[src/verilog/uafb_pkg.sv]
// constants, codes and carrier types of the async frame and baud block
// assumes a single clock domain and a word-wide plain register port
package uafb_pkg;

    // register offsets (byte addresses, one 32-bit word each)
    localparam logic [7:0] OFS_GENERAL = 8'h00;
    localparam logic [7:0] OFS_FRAME   = 8'h04;
    localparam logic [7:0] OFS_SCALER  = 8'h08;
    localparam logic [7:0] OFS_TXDATA  = 8'h0C;
    localparam logic [7:0] OFS_RXDATA  = 8'h10;
    localparam logic [7:0] OFS_FLAGS   = 8'h14;
    localparam logic [7:0] OFS_MASK    = 8'h18;
    localparam logic [7:0] OFS_STATE   = 8'h1C;

    // sticky event bit positions in flags and mask
    localparam int FLG_TXDONE = 0;
    localparam int FLG_RXDONE = 1;
    localparam int FLG_PARERR = 2;
    localparam int FLG_FRMERR = 3;
    localparam int FLG_W      = 4;

    // frame width codes
    localparam logic [3:0] WIDTH_7 = 4'h1;
    localparam logic [3:0] WIDTH_8 = 4'h2;
    localparam logic [3:0] WIDTH_9 = 4'h3;

    // stop length codes
    localparam logic [1:0] STOP_HALF    = 2'h0;
    localparam logic [1:0] STOP_ONE     = 2'h1;
    localparam logic [1:0] STOP_ONEHALF = 2'h2;
    localparam logic [1:0] STOP_TWO     = 2'h3;

    // parity codes
    localparam logic [1:0] PAR_NONE = 2'h0;
    localparam logic [1:0] PAR_EVEN = 2'h2;
    localparam logic [1:0] PAR_ODD  = 2'h3;

    // oversampling codes and ratios
    localparam logic [2:0] RATIO_16  = 3'h0;
    localparam logic [2:0] RATIO_8   = 3'h1;
    localparam logic [2:0] RATIO_6   = 3'h2;
    localparam logic [2:0] RATIO_4   = 3'h3;
    localparam logic [2:0] RATIO_OFF = 3'h4;

    // baud scaler layout
    localparam int SCALER_W      = 20;
    localparam int SCALER_INT_W  = 15;
    localparam int SCALER_FRAC_W = 5;

    // values after reset
    localparam logic [3:0]  RST_WIDTH  = WIDTH_8;
    localparam logic [1:0]  RST_STOP   = STOP_ONE;
    localparam logic [1:0]  RST_PARITY = PAR_NONE;
    localparam logic [2:0]  RST_RATIO  = RATIO_16;
    localparam logic [19:0] RST_SCALER = 20'h00000;

    typedef enum logic [4:0] {
        TX_IDLE = 5'b00001,
        TX_START = 5'b00010,
        TX_DATA = 5'b00100,
        TX_PAR = 5'b01000,
        TX_STOP = 5'b10000
    } uafb_tx_type;

    typedef enum logic [4:0] {
        RX_IDLE = 5'b00001,
        RX_START = 5'b00010,
        RX_DATA = 5'b00100,
        RX_PAR = 5'b01000,
        RX_STOP = 5'b10000
    } uafb_rx_type;

    // general_setup_reg, bits 8..0
    typedef struct packed {
        logic       rxEnable;
        logic       txEnable;
        logic [2:0] sampleRatio;
        logic       rxPolarityFlip;
        logic       txPolarityFlip;
        logic       highBitLeading;
        logic       linkSync;
    } uafb_general_type;

    // frame_setup_reg, bits 7..0
    typedef struct packed {
        logic [1:0] parity;
        logic [1:0] stopLengthCode;
        logic [3:0] frameWidthCode;
    } uafb_frame_type;

    typedef struct packed {
        logic [7:0]  addr;
        logic [31:0] wrData;
        logic        wrStb;
        logic        rdStb;
    } uafb_busreq_type;

endpackage : uafb_pkg

[src/verilog/uafb_top.sv]
// async frame formatter/checker with fractional baud generator
// assumes rxd synchronous to clock and a single-cycle strobe register port
// Operation
// - async framing only while link select zero
// - one low start bit, full bit
// - width code picks seven, eight, nine bits
// - stop bits drive line high
// - stop code picks half to two bits
// - bit order flag picks lsb/msb first
// - inversion flags flip whole frame per side
// - parity inserted on send, checked on receive
// - mode 10 even, mode 11 odd
// - mode 00 omits parity; 01 reserved
// - bit rate clock over ratio times (scaler plus one)
// - ratio code picks 16,8,6,4 or 1
// - scaler 20 bits, 5 fractional
// - fraction lengthens that many of 32 periods
// - slow clock mode restricts stop lengths
//
// The address-and-strobe port and the placing of the registers were decided locally.
`timescale 1ns/1ns
`default_nettype none
module uafb_top (
    // clock and reset
    input  wire logic                 clock,
    input  wire logic                 nrst,
    // register port
    input  wire uafb_pkg::uafb_busreq_type busReq,
    output var  logic [31:0]          rdData,
    // serial link
    input  wire logic                 rxd,
    output var  logic                 txd,
    // interrupt
    output var  logic                 irq
);
    import uafb_pkg::*;

    typedef struct packed {
        uafb_general_type  gen;
        uafb_frame_type    frm;
        logic [19:0]       scaler;
        logic [FLG_W-1:0]  flags;
        logic [FLG_W-1:0]  mask;
        logic [1:0][15:0]  cnt;
        logic [1:0][4:0]   acc;
        uafb_tx_type       txSt;
        logic [3:0]        txSub;
        logic [3:0]        txIdx;
        logic [5:0]        txStopLeft;
        logic [8:0]        txData;
        uafb_rx_type       rxSt;
        logic [3:0]        rxSub;
        logic [3:0]        rxIdx;
        logic [8:0]        rxShift;
        logic              rxPar;
        logic [8:0]        rxData;
        logic              rxParErr;
        logic              rxFrmErr;
        logic              txd;
        logic              irq;
        logic [31:0]       rdData;
    } uafb_state_type;

    localparam uafb_state_type RESET_STATE = '{
        gen: '{sampleRatio: RST_RATIO, default: 1'b0},
        frm: '{parity: RST_PARITY, stopLengthCode: RST_STOP, frameWidthCode: RST_WIDTH},
        scaler: RST_SCALER,
        txSt: TX_IDLE,
        rxSt: RX_IDLE,
        txd: 1'b1,
        default: '0
    };

    logic [1:0]        rstPipe;
    logic              rstSync;
    uafb_state_type    s;
    uafb_state_type    s_nxt;
    logic [4:0]        ratio;
    logic [3:0]        width;
    logic [8:0]        widthMask;
    logic [2:0]        stopHalves;
    logic [6:0]        stopProd;
    logic [5:0]        stopTicks;
    logic              asyncMode;
    logic [1:0][5:0]   accSum;
    logic [1:0][15:0]  limit;
    logic [1:0]        tick;
    logic              txBitEnd;
    logic [3:0]        txPos;
    logic              txLevel;
    logic              txParBit;
    logic              rxLevel;
    logic [3:0]        sampleAt;
    logic              rxSample;
    logic [3:0]        rxPos;
    logic              wrTx;
    logic [FLG_W-1:0]  events;
    logic [FLG_W-1:0]  flagClr;

    function automatic logic [4:0] ratioOf(input logic [2:0] code);
        case (code)
            RATIO_16:  ratioOf = 5'h10;
            RATIO_8:   ratioOf = 5'h08;
            RATIO_6:   ratioOf = 5'h06;
            RATIO_4:   ratioOf = 5'h04;
            RATIO_OFF: ratioOf = 5'h01;
            default:   ratioOf = 5'h10;
        endcase
    endfunction : ratioOf

    // reset release through two flops
    always_ff @(posedge clock or negedge nrst) begin
        if (!nrst) begin
            rstPipe <= 2'b00;
        end else begin
            rstPipe <= {rstPipe[0], 1'b1};
        end
    end
    assign rstSync = rstPipe[1];

    always_comb begin
        s_nxt = s;
        events = '0;
        asyncMode = (s.gen.linkSync == 1'b0);
        ratio = ratioOf(s.gen.sampleRatio);
        case (s.frm.frameWidthCode)
            WIDTH_7: width = 4'h7;
            WIDTH_9: width = 4'h9;
            default: width = 4'h8;
        endcase
        widthMask = 9'h1FF >> (4'h9 - width);
        // stop length in half bits; slow clock has only one or two
        case (s.frm.stopLengthCode)
            STOP_HALF:    stopHalves = (ratio == 5'h01) ? 3'h2 : 3'h1;
            STOP_ONEHALF: stopHalves = (ratio == 5'h01) ? 3'h4 : 3'h3;
            STOP_TWO:     stopHalves = 3'h4;
            default:      stopHalves = 3'h2;
        endcase
        stopProd = 7'(stopHalves * ratio);
        stopTicks = (stopProd[6:1] == 6'h00) ? 6'h01 : stopProd[6:1];

        // per-side baud tick: 1 + int cycles, plus one when fraction carries
        for (int c = 0; c < 2; c++) begin
            accSum[c] = {1'b0, s.acc[c]} + {1'b0, s.scaler[SCALER_FRAC_W-1:0]};
            limit[c] = {1'b0, s.scaler[SCALER_W-1:SCALER_FRAC_W]} + {15'h0, accSum[c][5]};
            tick[c] = (s.cnt[c] == limit[c]);
            if (tick[c]) begin
                s_nxt.cnt[c] = 16'h0000;
                s_nxt.acc[c] = accSum[c][4:0];
            end else begin
                s_nxt.cnt[c] = s.cnt[c] + 16'h0001;
            end
        end

        // transmitter
        wrTx = busReq.wrStb && (busReq.addr == OFS_TXDATA);
        txBitEnd = tick[0] && (s.txSub == 4'(ratio - 5'h01));
        if (tick[0]) begin
            s_nxt.txSub = txBitEnd ? 4'h0 : s.txSub + 4'h1;
        end
        txPos = s.gen.highBitLeading ? (width - 4'h1 - s.txIdx) : s.txIdx;
        txParBit = ^(s.txData & widthMask) ^ s.frm.parity[0];
        case (s.txSt)
            TX_IDLE: begin
                if (wrTx && s.gen.txEnable && asyncMode) begin
                    s_nxt.txData = busReq.wrData[8:0];
                    s_nxt.txSt = TX_START;
                    s_nxt.cnt[0] = 16'h0000;
                    s_nxt.acc[0] = 5'h00;
                    s_nxt.txSub = 4'h0;
                end
            end
            TX_START: begin
                if (txBitEnd) begin
                    s_nxt.txSt = TX_DATA;
                    s_nxt.txIdx = 4'h0;
                end
            end
            TX_DATA: begin
                if (txBitEnd) begin
                    if (s.txIdx == width - 4'h1) begin
                        if (s.frm.parity[1]) begin
                            s_nxt.txSt = TX_PAR;
                        end else begin
                            s_nxt.txSt = TX_STOP;
                            s_nxt.txStopLeft = stopTicks;
                        end
                    end else begin
                        s_nxt.txIdx = s.txIdx + 4'h1;
                    end
                end
            end
            TX_PAR: begin
                if (txBitEnd) begin
                    s_nxt.txSt = TX_STOP;
                    s_nxt.txStopLeft = stopTicks;
                end
            end
            TX_STOP: begin
                if (tick[0]) begin
                    if (s.txStopLeft == 6'h01) begin
                        s_nxt.txSt = TX_IDLE;
                        events[FLG_TXDONE] = 1'b1;
                    end else begin
                        s_nxt.txStopLeft = s.txStopLeft - 6'h01;
                    end
                end
            end
            default: s_nxt.txSt = TX_IDLE;
        endcase
        if (!(s.gen.txEnable && asyncMode)) begin
            s_nxt.txSt = TX_IDLE;
        end
        case (s.txSt)
            TX_START: txLevel = 1'b0;
            TX_DATA:  txLevel = s.txData[txPos];
            TX_PAR:   txLevel = txParBit;
            default:  txLevel = 1'b1;
        endcase
        s_nxt.txd = txLevel ^ s.gen.txPolarityFlip;

        // receiver, sampling mid-bit
        rxLevel = rxd ^ s.gen.rxPolarityFlip;
        sampleAt = (ratio == 5'h01) ? 4'h0 : 4'((ratio >> 1) - 5'h01);
        rxSample = tick[1] && (s.rxSub == sampleAt);
        if (tick[1]) begin
            s_nxt.rxSub = (s.rxSub == 4'(ratio - 5'h01)) ? 4'h0 : s.rxSub + 4'h1;
        end
        rxPos = s.gen.highBitLeading ? (width - 4'h1 - s.rxIdx) : s.rxIdx;
        case (s.rxSt)
            RX_IDLE: begin
                if (s.gen.rxEnable && asyncMode && !rxLevel) begin
                    s_nxt.rxSt = RX_START;
                    // without oversampling, first tick lands mid-bit
                    s_nxt.cnt[1] = (ratio == 5'h01) ? {2'b00, s.scaler[19:6]} : 16'h0000;
                    s_nxt.acc[1] = 5'h00;
                    s_nxt.rxSub = 4'h0;
                end
            end
            RX_START: begin
                if (rxSample) begin
                    s_nxt.rxSt = rxLevel ? RX_IDLE : RX_DATA;
                    s_nxt.rxIdx = 4'h0;
                    s_nxt.rxShift = 9'h000;
                end
            end
            RX_DATA: begin
                if (rxSample) begin
                    s_nxt.rxShift[rxPos] = rxLevel;
                    if (s.rxIdx == width - 4'h1) begin
                        s_nxt.rxSt = s.frm.parity[1] ? RX_PAR : RX_STOP;
                    end else begin
                        s_nxt.rxIdx = s.rxIdx + 4'h1;
                    end
                end
            end
            RX_PAR: begin
                if (rxSample) begin
                    s_nxt.rxPar = rxLevel;
                    s_nxt.rxSt = RX_STOP;
                end
            end
            RX_STOP: begin
                if (rxSample) begin
                    s_nxt.rxSt = RX_IDLE;
                    s_nxt.rxData = s.rxShift;
                    s_nxt.rxParErr = s.frm.parity[1] &&
                        (s.rxPar != (^(s.rxShift & widthMask) ^ s.frm.parity[0]));
                    s_nxt.rxFrmErr = !rxLevel;
                    events[FLG_RXDONE] = 1'b1;
                    events[FLG_PARERR] = s_nxt.rxParErr;
                    events[FLG_FRMERR] = !rxLevel;
                end
            end
            default: s_nxt.rxSt = RX_IDLE;
        endcase
        if (!(s.gen.rxEnable && asyncMode)) begin
            s_nxt.rxSt = RX_IDLE;
        end

        // register writes
        if (busReq.wrStb) begin
            case (busReq.addr)
                OFS_GENERAL: s_nxt.gen = uafb_general_type'(busReq.wrData[8:0]);
                OFS_FRAME:   s_nxt.frm = uafb_frame_type'(busReq.wrData[7:0]);
                OFS_SCALER:  s_nxt.scaler = busReq.wrData[19:0];
                OFS_MASK:    s_nxt.mask = busReq.wrData[FLG_W-1:0];
                default:     s_nxt.mask = s.mask;
            endcase
        end

        // reads; flags clear on read, a new event wins
        flagClr = (busReq.rdStb && busReq.addr == OFS_FLAGS) ? s.flags : '0;
        s_nxt.flags = (s.flags & ~flagClr) | events;
        s_nxt.rdData = 32'h00000000;
        if (busReq.rdStb) begin
            case (busReq.addr)
                OFS_GENERAL: s_nxt.rdData = {23'h0, s.gen};
                OFS_FRAME:   s_nxt.rdData = {24'h0, s.frm};
                OFS_SCALER:  s_nxt.rdData = {12'h0, s.scaler};
                OFS_RXDATA:  s_nxt.rdData = {21'h0, s.rxFrmErr, s.rxParErr, s.rxData};
                OFS_FLAGS:   s_nxt.rdData = {28'h0, s.flags};
                OFS_MASK:    s_nxt.rdData = {28'h0, s.mask};
                OFS_STATE:   s_nxt.rdData = {30'h0, s.rxSt != RX_IDLE, s.txSt != TX_IDLE};
                default:     s_nxt.rdData = 32'h00000000;
            endcase
        end
        s_nxt.irq = |(s_nxt.flags & s_nxt.mask);
    end

    always_ff @(posedge clock or negedge rstSync) begin
        if (!rstSync) begin
            s <= RESET_STATE;
        end else begin
            s <= s_nxt;
        end
    end

    assign txd = s.txd;
    assign irq = s.irq;
    assign rdData = s.rdData;
endmodule : uafb_top
`default_nettype wire

[config.mk]
export PLATFORM = sky130hd
export DESIGN_NAME = uafb_top
export DESIGN_NICKNAME = d
export VERILOG_FILES = /design/src/verilog/uafb_pkg.sv /design/src/verilog/uafb_top.sv
export SDC_FILE = /design/constraint.sdc
export NUM_CORES = 1
export LEC_CHECK = 0
export BUFFER_PORTS_ARGS = -buffer_cell sky130_fd_sc_hd__buf_2
export CORE_MARGIN = 2
export CORE_UTILIZATION = 50
export CTS_CLUSTER_DIAMETER = 120
export DETAILED_ROUTE_END_ITERATION = 12
export PLACE_DENSITY = 0.68
export SLEW_MARGIN = 30
export SYNTH_ARGS = -nofsm -noshare
export SYNTH_HDL_FRONTEND = slang
export SYNTH_SLANG_ARGS = --single-unit
[constraint.sdc]
create_clock -name clock -period 9.3 [get_ports clock]
set_clock_uncertainty 0.1 [all_clocks]
set_input_delay 1.395 -clock clock [delete_from_list [all_inputs] [get_ports clock]]
set_output_delay 1.395 -clock clock [all_outputs]
set_load 0.02 [all_outputs]
==> results of run 1 <==
cells in the final DEF (no fill, tap or decap), types with 6 or more instances in the layout:
master / netlist / routed
and3_1: 24 / 24
o32ai_1: 6 / 6
nand2_1: 72 / 71
clkbuf_16: 0 / 17
or3_1: 7 / 7
nor3b_1: 10 / 10
and2_1: 10 / 9
dfrtp_1: 168 / 167
nor3_1: 26 / 26
xor2_1: 45 / 45
nand2b_1: 9 / 9
a22oi_1: 24 / 24
a21o_1: 12 / 12
a211oi_1: 10 / 10
nor2b_1: 16 / 16
o21ai_0: 57 / 57
a22o_1: 6 / 6
o21ai_1: 6 / 6
buf_4: 37 / 9
a31oi_1: 15 / 15
nor2_1: 98 / 98
nand3_1: 45 / 45
conb_1: 2 / 13
inv_1: 34 / 34
ha_1: 38 / 38
o31ai_1: 6 / 6
buf_2: 11 / 54
xnor2_1: 67 / 67
fa_1: 8 / 8
and4_1: 6 / 6
nand4_1: 13 / 13
a21oi_1: 37 / 37
or2_2: 6 / 6
nand3b_1: 13 / 13
mux2i_1: 23 / 23
mux2_2: 54 / 54
nor4_1: 6 / 6
power groups by stage:
| stage | logic, mW | clock network (mW) | registers, mW |
|---|---|---|---|
| floorplan | 0.318 | 0 | 0.899 |
| global placement | 0.351 | 0 | 0.938 |
| detailed placement | 0.362 | 0 | 0.937 |
| CTS | 0.365 | 0.718 | 0.925 |
| global route | 0.410 | 0.750 | 0.942 |
| finish | 0.366 | 0.702 | 0.928 |
path summary, 6_finish.rpt:
path	start	end	slack, ns	cells past startpoint
min	rstPipe[1]	s[119]	0.20	0
max	s[147]	s[78]	4.35	16
min reg2reg	rstPipe[1]	s[119]	0.20	0
min in group clock	rstPipe[0]	rstPipe[1]	0.26	0
max in group asynchronous	rstPipe[1]	s[52]	7.14	2
max reg2reg	s[147]	s[78]	4.35	16
state kept, by name, indices dropped and copies added (netlist names):
signal,flops
txd,1
s,149
rdData,20
rstPipe,2
irq,1
metal layers:
layer,vias up,wire (µm),track usage [%]
met4,0,218,4.14
met2,207,12100,35.4
met1,4243,12900,33.5
met5,-,0,0
li1,4102,-,-
met3,17,1110,4.32
kinds of logic (layout without fill, tap and decap cells):
group,Yosys count,after routing
muxes,81,81
and+or+nand+nor,389,389
other,2,13
DFF,173,173
AOI/OAI and AO/OA,226,226
xor gates and xnor gates,113,113
buffers and inverters,121,130
adders and majority gates,46,46
layout make-up:
type	instances	area share, %
repair buffers	64	2.93
well taps	280	2.94
clock inverters	15	1.26
inverters	34	1.07
multi-input cells	868	51.8
clock buffers	17	3.57
flip-flops and latches	173	36.4
==> impl_metrics.yaml, run 1 <==
sta:
  fin_crit_sh_pct: 53.3
  worst_slew_pin_slew_ns: 0.977
  rsz0062_at_grt: "false"
  slew_viol_final: 0
  hold_viol_final: 0
  fin_ws_ns: 4.35
  finalSetupTns_ns: 0
  finalSetupViolations: 0
  max_freq_mhz: 202
  hold_slack_ns: 0.203
  fin_crit_ns: 4.95
  maxSlewHeadroom_pct: 34.8
placed_design:
  place_ws_ns: 4.30
  dp_hpwl_um: 18900
  place_area_um2: 11300
  place_inst: 1418
  port_buffers: 54
  place_congestion: 0.865
clock_tree:
  cts_setup_buffers: 0
  cts_made_buffers: 17
  htreeDepth: 4
  worstSkewPairLatency_ns: 0.44
  max-clock-path-buffers: 2
  cts_sinks: 173
  cts-root-buf: "clkbuf_16"
  ctsResizeCount: 0
  cts_tree: "yes"
  postCtsHoldBufs: 0
  clk_pin_slew_ns: 0.07
drt:
  drcViolationCount: 0
  first_iter_violations: 614
  vias_per_cell: 5.91
  ant_nets: 0
  firstDrtPassIters: 6
  vias: 8569
  wl_per_cell_um: 18.1
  drt-total-wl_um: 26300
critical_path:
  worstPathArrival_ns: 5.14
  crit_required_ns: 9.49
  worst_setup_path_end_kind: "flip-flop"
  cpPeakStageDelay_ns: 0.90
  critical-path-top-delay-family: "compound AO/OA/AOI/OAI gates"
  path_max_fanout: 19
  crit_top_cell: "ha_1"
  path_cells: "ha_1 > a21o_1 > a21oi_1 > nor2b_1 > o21ai_0 > nand2b_1 > ha_1 > ha_1 > nor2b_1 > nor3_1 > o31ai_1 > a2111oi_0 > and4b_1 > o21ai_1 > a211oi_1 > a21oi_1"
  critPathLaunchType: "flip-flop"
  path_class: "reg2reg"
  path_buf_inv: 0
  slowest_stage: "and4b_1"
synthesis:
  yosys.area.top_type: "dfrtp_1"
  ys_top_cells_by_area: "dfrtp_1 38%, mux2_2 5.5%, xnor2_1 5.3%"
  synth_top_area_share_pct: 38.0
  syn-mean-instance-area_um2: 9.62
  synth_most_common_cell: "dfrtp_1"
  synth_edf_count: 0
  synth_commonest_cells: "168 x dfrtp_1, 98 x nor2_1, 72 x nand2_1"
  synth_compound_area_share_pct: 13.6
  synth_top_family_by_area: "simple AND/OR/NAND/NOR gates"
  ys_ff_latch: 173
  synthDistinctLibCells: 82
  ys_warn_count: 0
  synth_cells: 1151
  synth_area_um2: 11100
  async_flop_share_pct: 100
  synthXorXnorAreaFrac_pct: 9.06
  synth-main-ff-cell: "dfrtp_1"
  synth.mux.area_fraction_pct: 8.11
  ys_seq_area_share_pct: 39.2
  yosys.area_share.adder_pct: 5.74
  synth_simple_gate_area_share_pct: 18.8
global_routing:
  grt-ovfl-total: 0
  antenna_found_initial: 0
  grt_pass1_vias: 7969
  grt_pass1_wl_um: 42500
  grt_use_total_pct: 22.7
  grt_max_degree: 73
pwr:
  p_per_area_nw_per_um2: 168
  p_switching_mw: 0.648
  p_clk_share_pct: 35.2
  power.leakage_nw: 5.32
  peakVddDrop_mv: 0.105
  pwr-share-seq_pct: 46.5
  p_int_mw: 1.35
  finalPower_mw: 2.00
  swShare_pct: 32.4
  pwr-share-comb_pct: 18.3
floorplan:
  start_util_pct: 50.9
  core_um2: 21800
  dieArea_um2: 23300
  ios: 79
  fp.dieH_um: 153
  die_w_um: 153
  rows: 54
min_path:
  min_path_type: "reg2async"
finish:
  finish.instance_area_um2: 11900
  drive_above_1_share_pct: 16.1
  diodes: 0
  fillCellCount: 1966
  fin_util_pct: 54.8
  area_delta_synth_final_pct: 7.63
  final_cells: 1451
  multi_input_area_um2: 6170
  num-nets-final: 1249
  seqCellArea_um2: 4340
flow_run:
  maxCapViolCount: 0
run_status:
  outcome: "finished, final reports clean"
No activity file was read; power rests on OpenSTA's default activity.
==> run 2, diff against run 1 <==
Settings changed: ABC_AREA set to 1, PLACE_DENSITY 0.68 to 0.71.
Clock period 9.3 ns to 4.5 ns, I/O delays scaled along.
==> impl_metrics.yaml, run 2 <==
run_status:
  outcome: "finished, final reports clean"
sta:
  max_freq_mhz: 244
  slew_viol_final: 0
  fin_crit_sh_pct: 91.1
  fin_crit_ns: 4.10
  worst_slew_pin_slew_ns: 1.04
  hold_viol_final: 0
  finalSetupTns_ns: 0
  fin_ws_ns: 0.401
  hold_slack_ns: 0.247
  maxSlewHeadroom_pct: 29.1
  finalSetupViolations: 0
synthesis:
  ys_ff_latch: 173
  yosys.area.top_type: "dfrtp_1"
  synth_area_um2: 11300
  synth_cells: 1513
  syn-mean-instance-area_um2: 7.46
  ys_top_cells_by_area: "dfrtp_1 37%, nand2_1 13%, inv_1 6.9%"
  async_flop_share_pct: 100
  synth_commonest_cells: "400 x nand2_1, 206 x inv_1, 168 x dfrtp_1"
  synth_top_area_share_pct: 37.3
  ys_warn_count: 0
  synthDistinctLibCells: 55
  synth_most_common_cell: "nand2_1"
  synth_edf_count: 0
  synth-main-ff-cell: "dfrtp_1"
  ys_seq_area_share_pct: 38.4
pwr:
  finalPower_mw: 4.25
  peakVddDrop_mv: 0.293
  p_per_area_nw_per_um2: 348
  power.leakage_nw: 6.05
floorplan:
  rows: 54
  die_w_um: 154
  core_um2: 22000
  ios: 79
  start_util_pct: 51.4
  fp.dieH_um: 154
  dieArea_um2: 23800
critical_path:
  critPathLaunchType: "flip-flop"
  critical-path-top-delay-family: "simple AND/OR/NAND/NOR gates"
  cpPeakStageDelay_ns: 0.44
  worstPathArrival_ns: 4.37
  path_max_fanout: 12
  worst_setup_path_end_kind: "flip-flop"
  path_class: "reg2reg"
  crit_required_ns: 4.77
  crit_top_cell: "nand2_1"
  slowest_stage: "dfrtp_1"
  path_cells: "ha_1 > a21oi_1 > inv_1 > a31oi_1 > o21ai_0 > a21o_1 > ha_1 > ha_1 > nand3_1 > nor2_1 > nand3_1 > nand2_1 > nor2_1 > nand3_1 > nor2_1 > nand2_2 > inv_2 > nand2_1 > nand2_1 > nand2_1 > nand2_1 > nand2_1 > nand2_1"
  path_buf_inv: 2
global_routing:
  antenna_found_initial: 0
  grt_pass1_wl_um: 46500
  grt-ovfl-total: 0
  grt_max_degree: 64
  grt_use_total_pct: 24.4
  grt_pass1_vias: 9270
placed_design:
  place_inst: 1808
  port_buffers: 54
  place_area_um2: 11600
  place_ws_ns: 0.335
  dp_hpwl_um: 21300
  place_congestion: 0.950
finish:
  finish.instance_area_um2: 12200
  diodes: 0
  largest_reg_flops: 149
  drive_above_1_share_pct: 10.6
  area_delta_synth_final_pct: 8.36
  final_cells: 1841
  num-nets-final: 1639
  top_register: "s"
  layout_common_cells: "399 x nand2_1, 206 x inv_1, 167 x dfrtp_1, 129 x nor2_1, 110 x o21ai_0"
  fillCellCount: 2016
  fin_util_pct: 55.7
  layout_commonest_cell: "nand2_1"
clock_tree:
  cts_tree: "yes"
  clk_pin_slew_ns: 0.07
  cts_made_buffers: 17
  worstSkewPairLatency_ns: 0.43
  max-clock-path-buffers: 2
  cts_setup_buffers: 0
  cts_sinks: 173
  cts-root-buf: "clkbuf_16"
  htreeDepth: 4
drt:
  ant_nets: 0
  vias: 9893
  first_iter_violations: 766
  wl_per_cell_um: 15.4
  vias_per_cell: 5.37
  drt-total-wl_um: 28300
  drcViolationCount: 0
  firstDrtPassIters: 8
min_path:
  min_path_type: "reg2reg"
flow_run:
  maxCapViolCount: 0
[run 2: cell count changes after synthesis, moves of 23 or more]
cell,before,now
nand2_1,72,400
nor2_1,98,130
and3_1,24,1
clkbuf_1,38,14
nand3_1,45,89
xnor2_1,67,26
inv_1,34,206
mux2_2,54,11
a22oi_1,24,0
o21ai_0,57,110
[run 2: cell families (layout without fill, tap and decap cells)]
family / after synthesis / in the layout / share of synthesized area [%]
buffers and inverters: 277 / 314 / 10.6
adders and majority gates: 46 / 46 / 5.63
xor gates and xnor gates: 70 / 70 / 5.43
and+or+nand+nor: 732 / 732 / 28.4
other: 2 / 13 / 0.0666
DFF: 173 / 173 / 38.4
AOI/OAI and AO/OA: 201 / 201 / 10.3
muxes: 12 / 12 / 1.19
[run 2: path summary, 6_finish.rpt]
kind	from	endpoint	slack, ns	cells after the start
min in group asynchronous	rstPipe[1]	s[114]	0.33	0
worst max register to register	s[148]	s[94]	0.40	23
max in group asynchronous	rstPipe[1]	s[170]	2.92	1
worst max-delay path	s[148]	s[94]	0.40	23
worst min-delay path	rstPipe[0]	rstPipe[1]	0.25	0
worst min register to register	rstPipe[0]	rstPipe[1]	0.25	0
[run 2: repair_timing]
action                     4_1_cts  5_1_grt
hold buffers                     1        0
setup endpoints to repair        0        1
hold endpoints to repair         2        0
gates resized for setup          0        3
[run 2: worst register-to-register path: stages, from the launching register on]
cell     delay [ns]
dfrtp_1        0.44
ha_1           0.36
a21oi_1        0.16
inv_1          0.06
a31oi_1        0.22
o21ai_0        0.11
a21o_1         0.19
ha_1           0.22
ha_1           0.22
nand3_1        0.19
nor2_1         0.11
nand3_1        0.08
nand2_1        0.05
nor2_1         0.11
nand3_1        0.07
nor2_1         0.22
nand2_2        0.25
inv_2          0.24
nand2_1        0.19
nand2_1        0.12
nand2_1        0.10
nand2_1        0.12
nand2_1        0.07
nand2_1        0.06
[run 2: metal layers]
metal	GRT usage [%]	part of all wire [%]	wire (µm)
met1	34.2	46	13100
met2	38.5	46	13000
met3	4.17	5.6	1570
met4	8.01	2.2	636
met5	0	0	0
[run 2: area by class of cell]
cell class	count	area (µm²)	area share (%)
Timing Repair Buffer	63	340	2.78
Clock inverter	12	113	0.921
Clock buffer	20	457	3.73
Multi-Input combinational cell	1074	5810	47.5
Tap cell	280	350	2.87
Inverter	219	822	6.72
Sequential cell	173	4340	35.5
[run 2: report_power, final]
| group | total (mW) | internal [mW] | switching, mW |
|---|---|---|---|
| clock network | 1.44 | 0.795 | 0.643 |
| logic | 0.929 | 0.340 | 0.589 |
| registers | 1.89 | 1.71 | 0.177 |
| total | 4.25 | 2.84 | 1.41 |
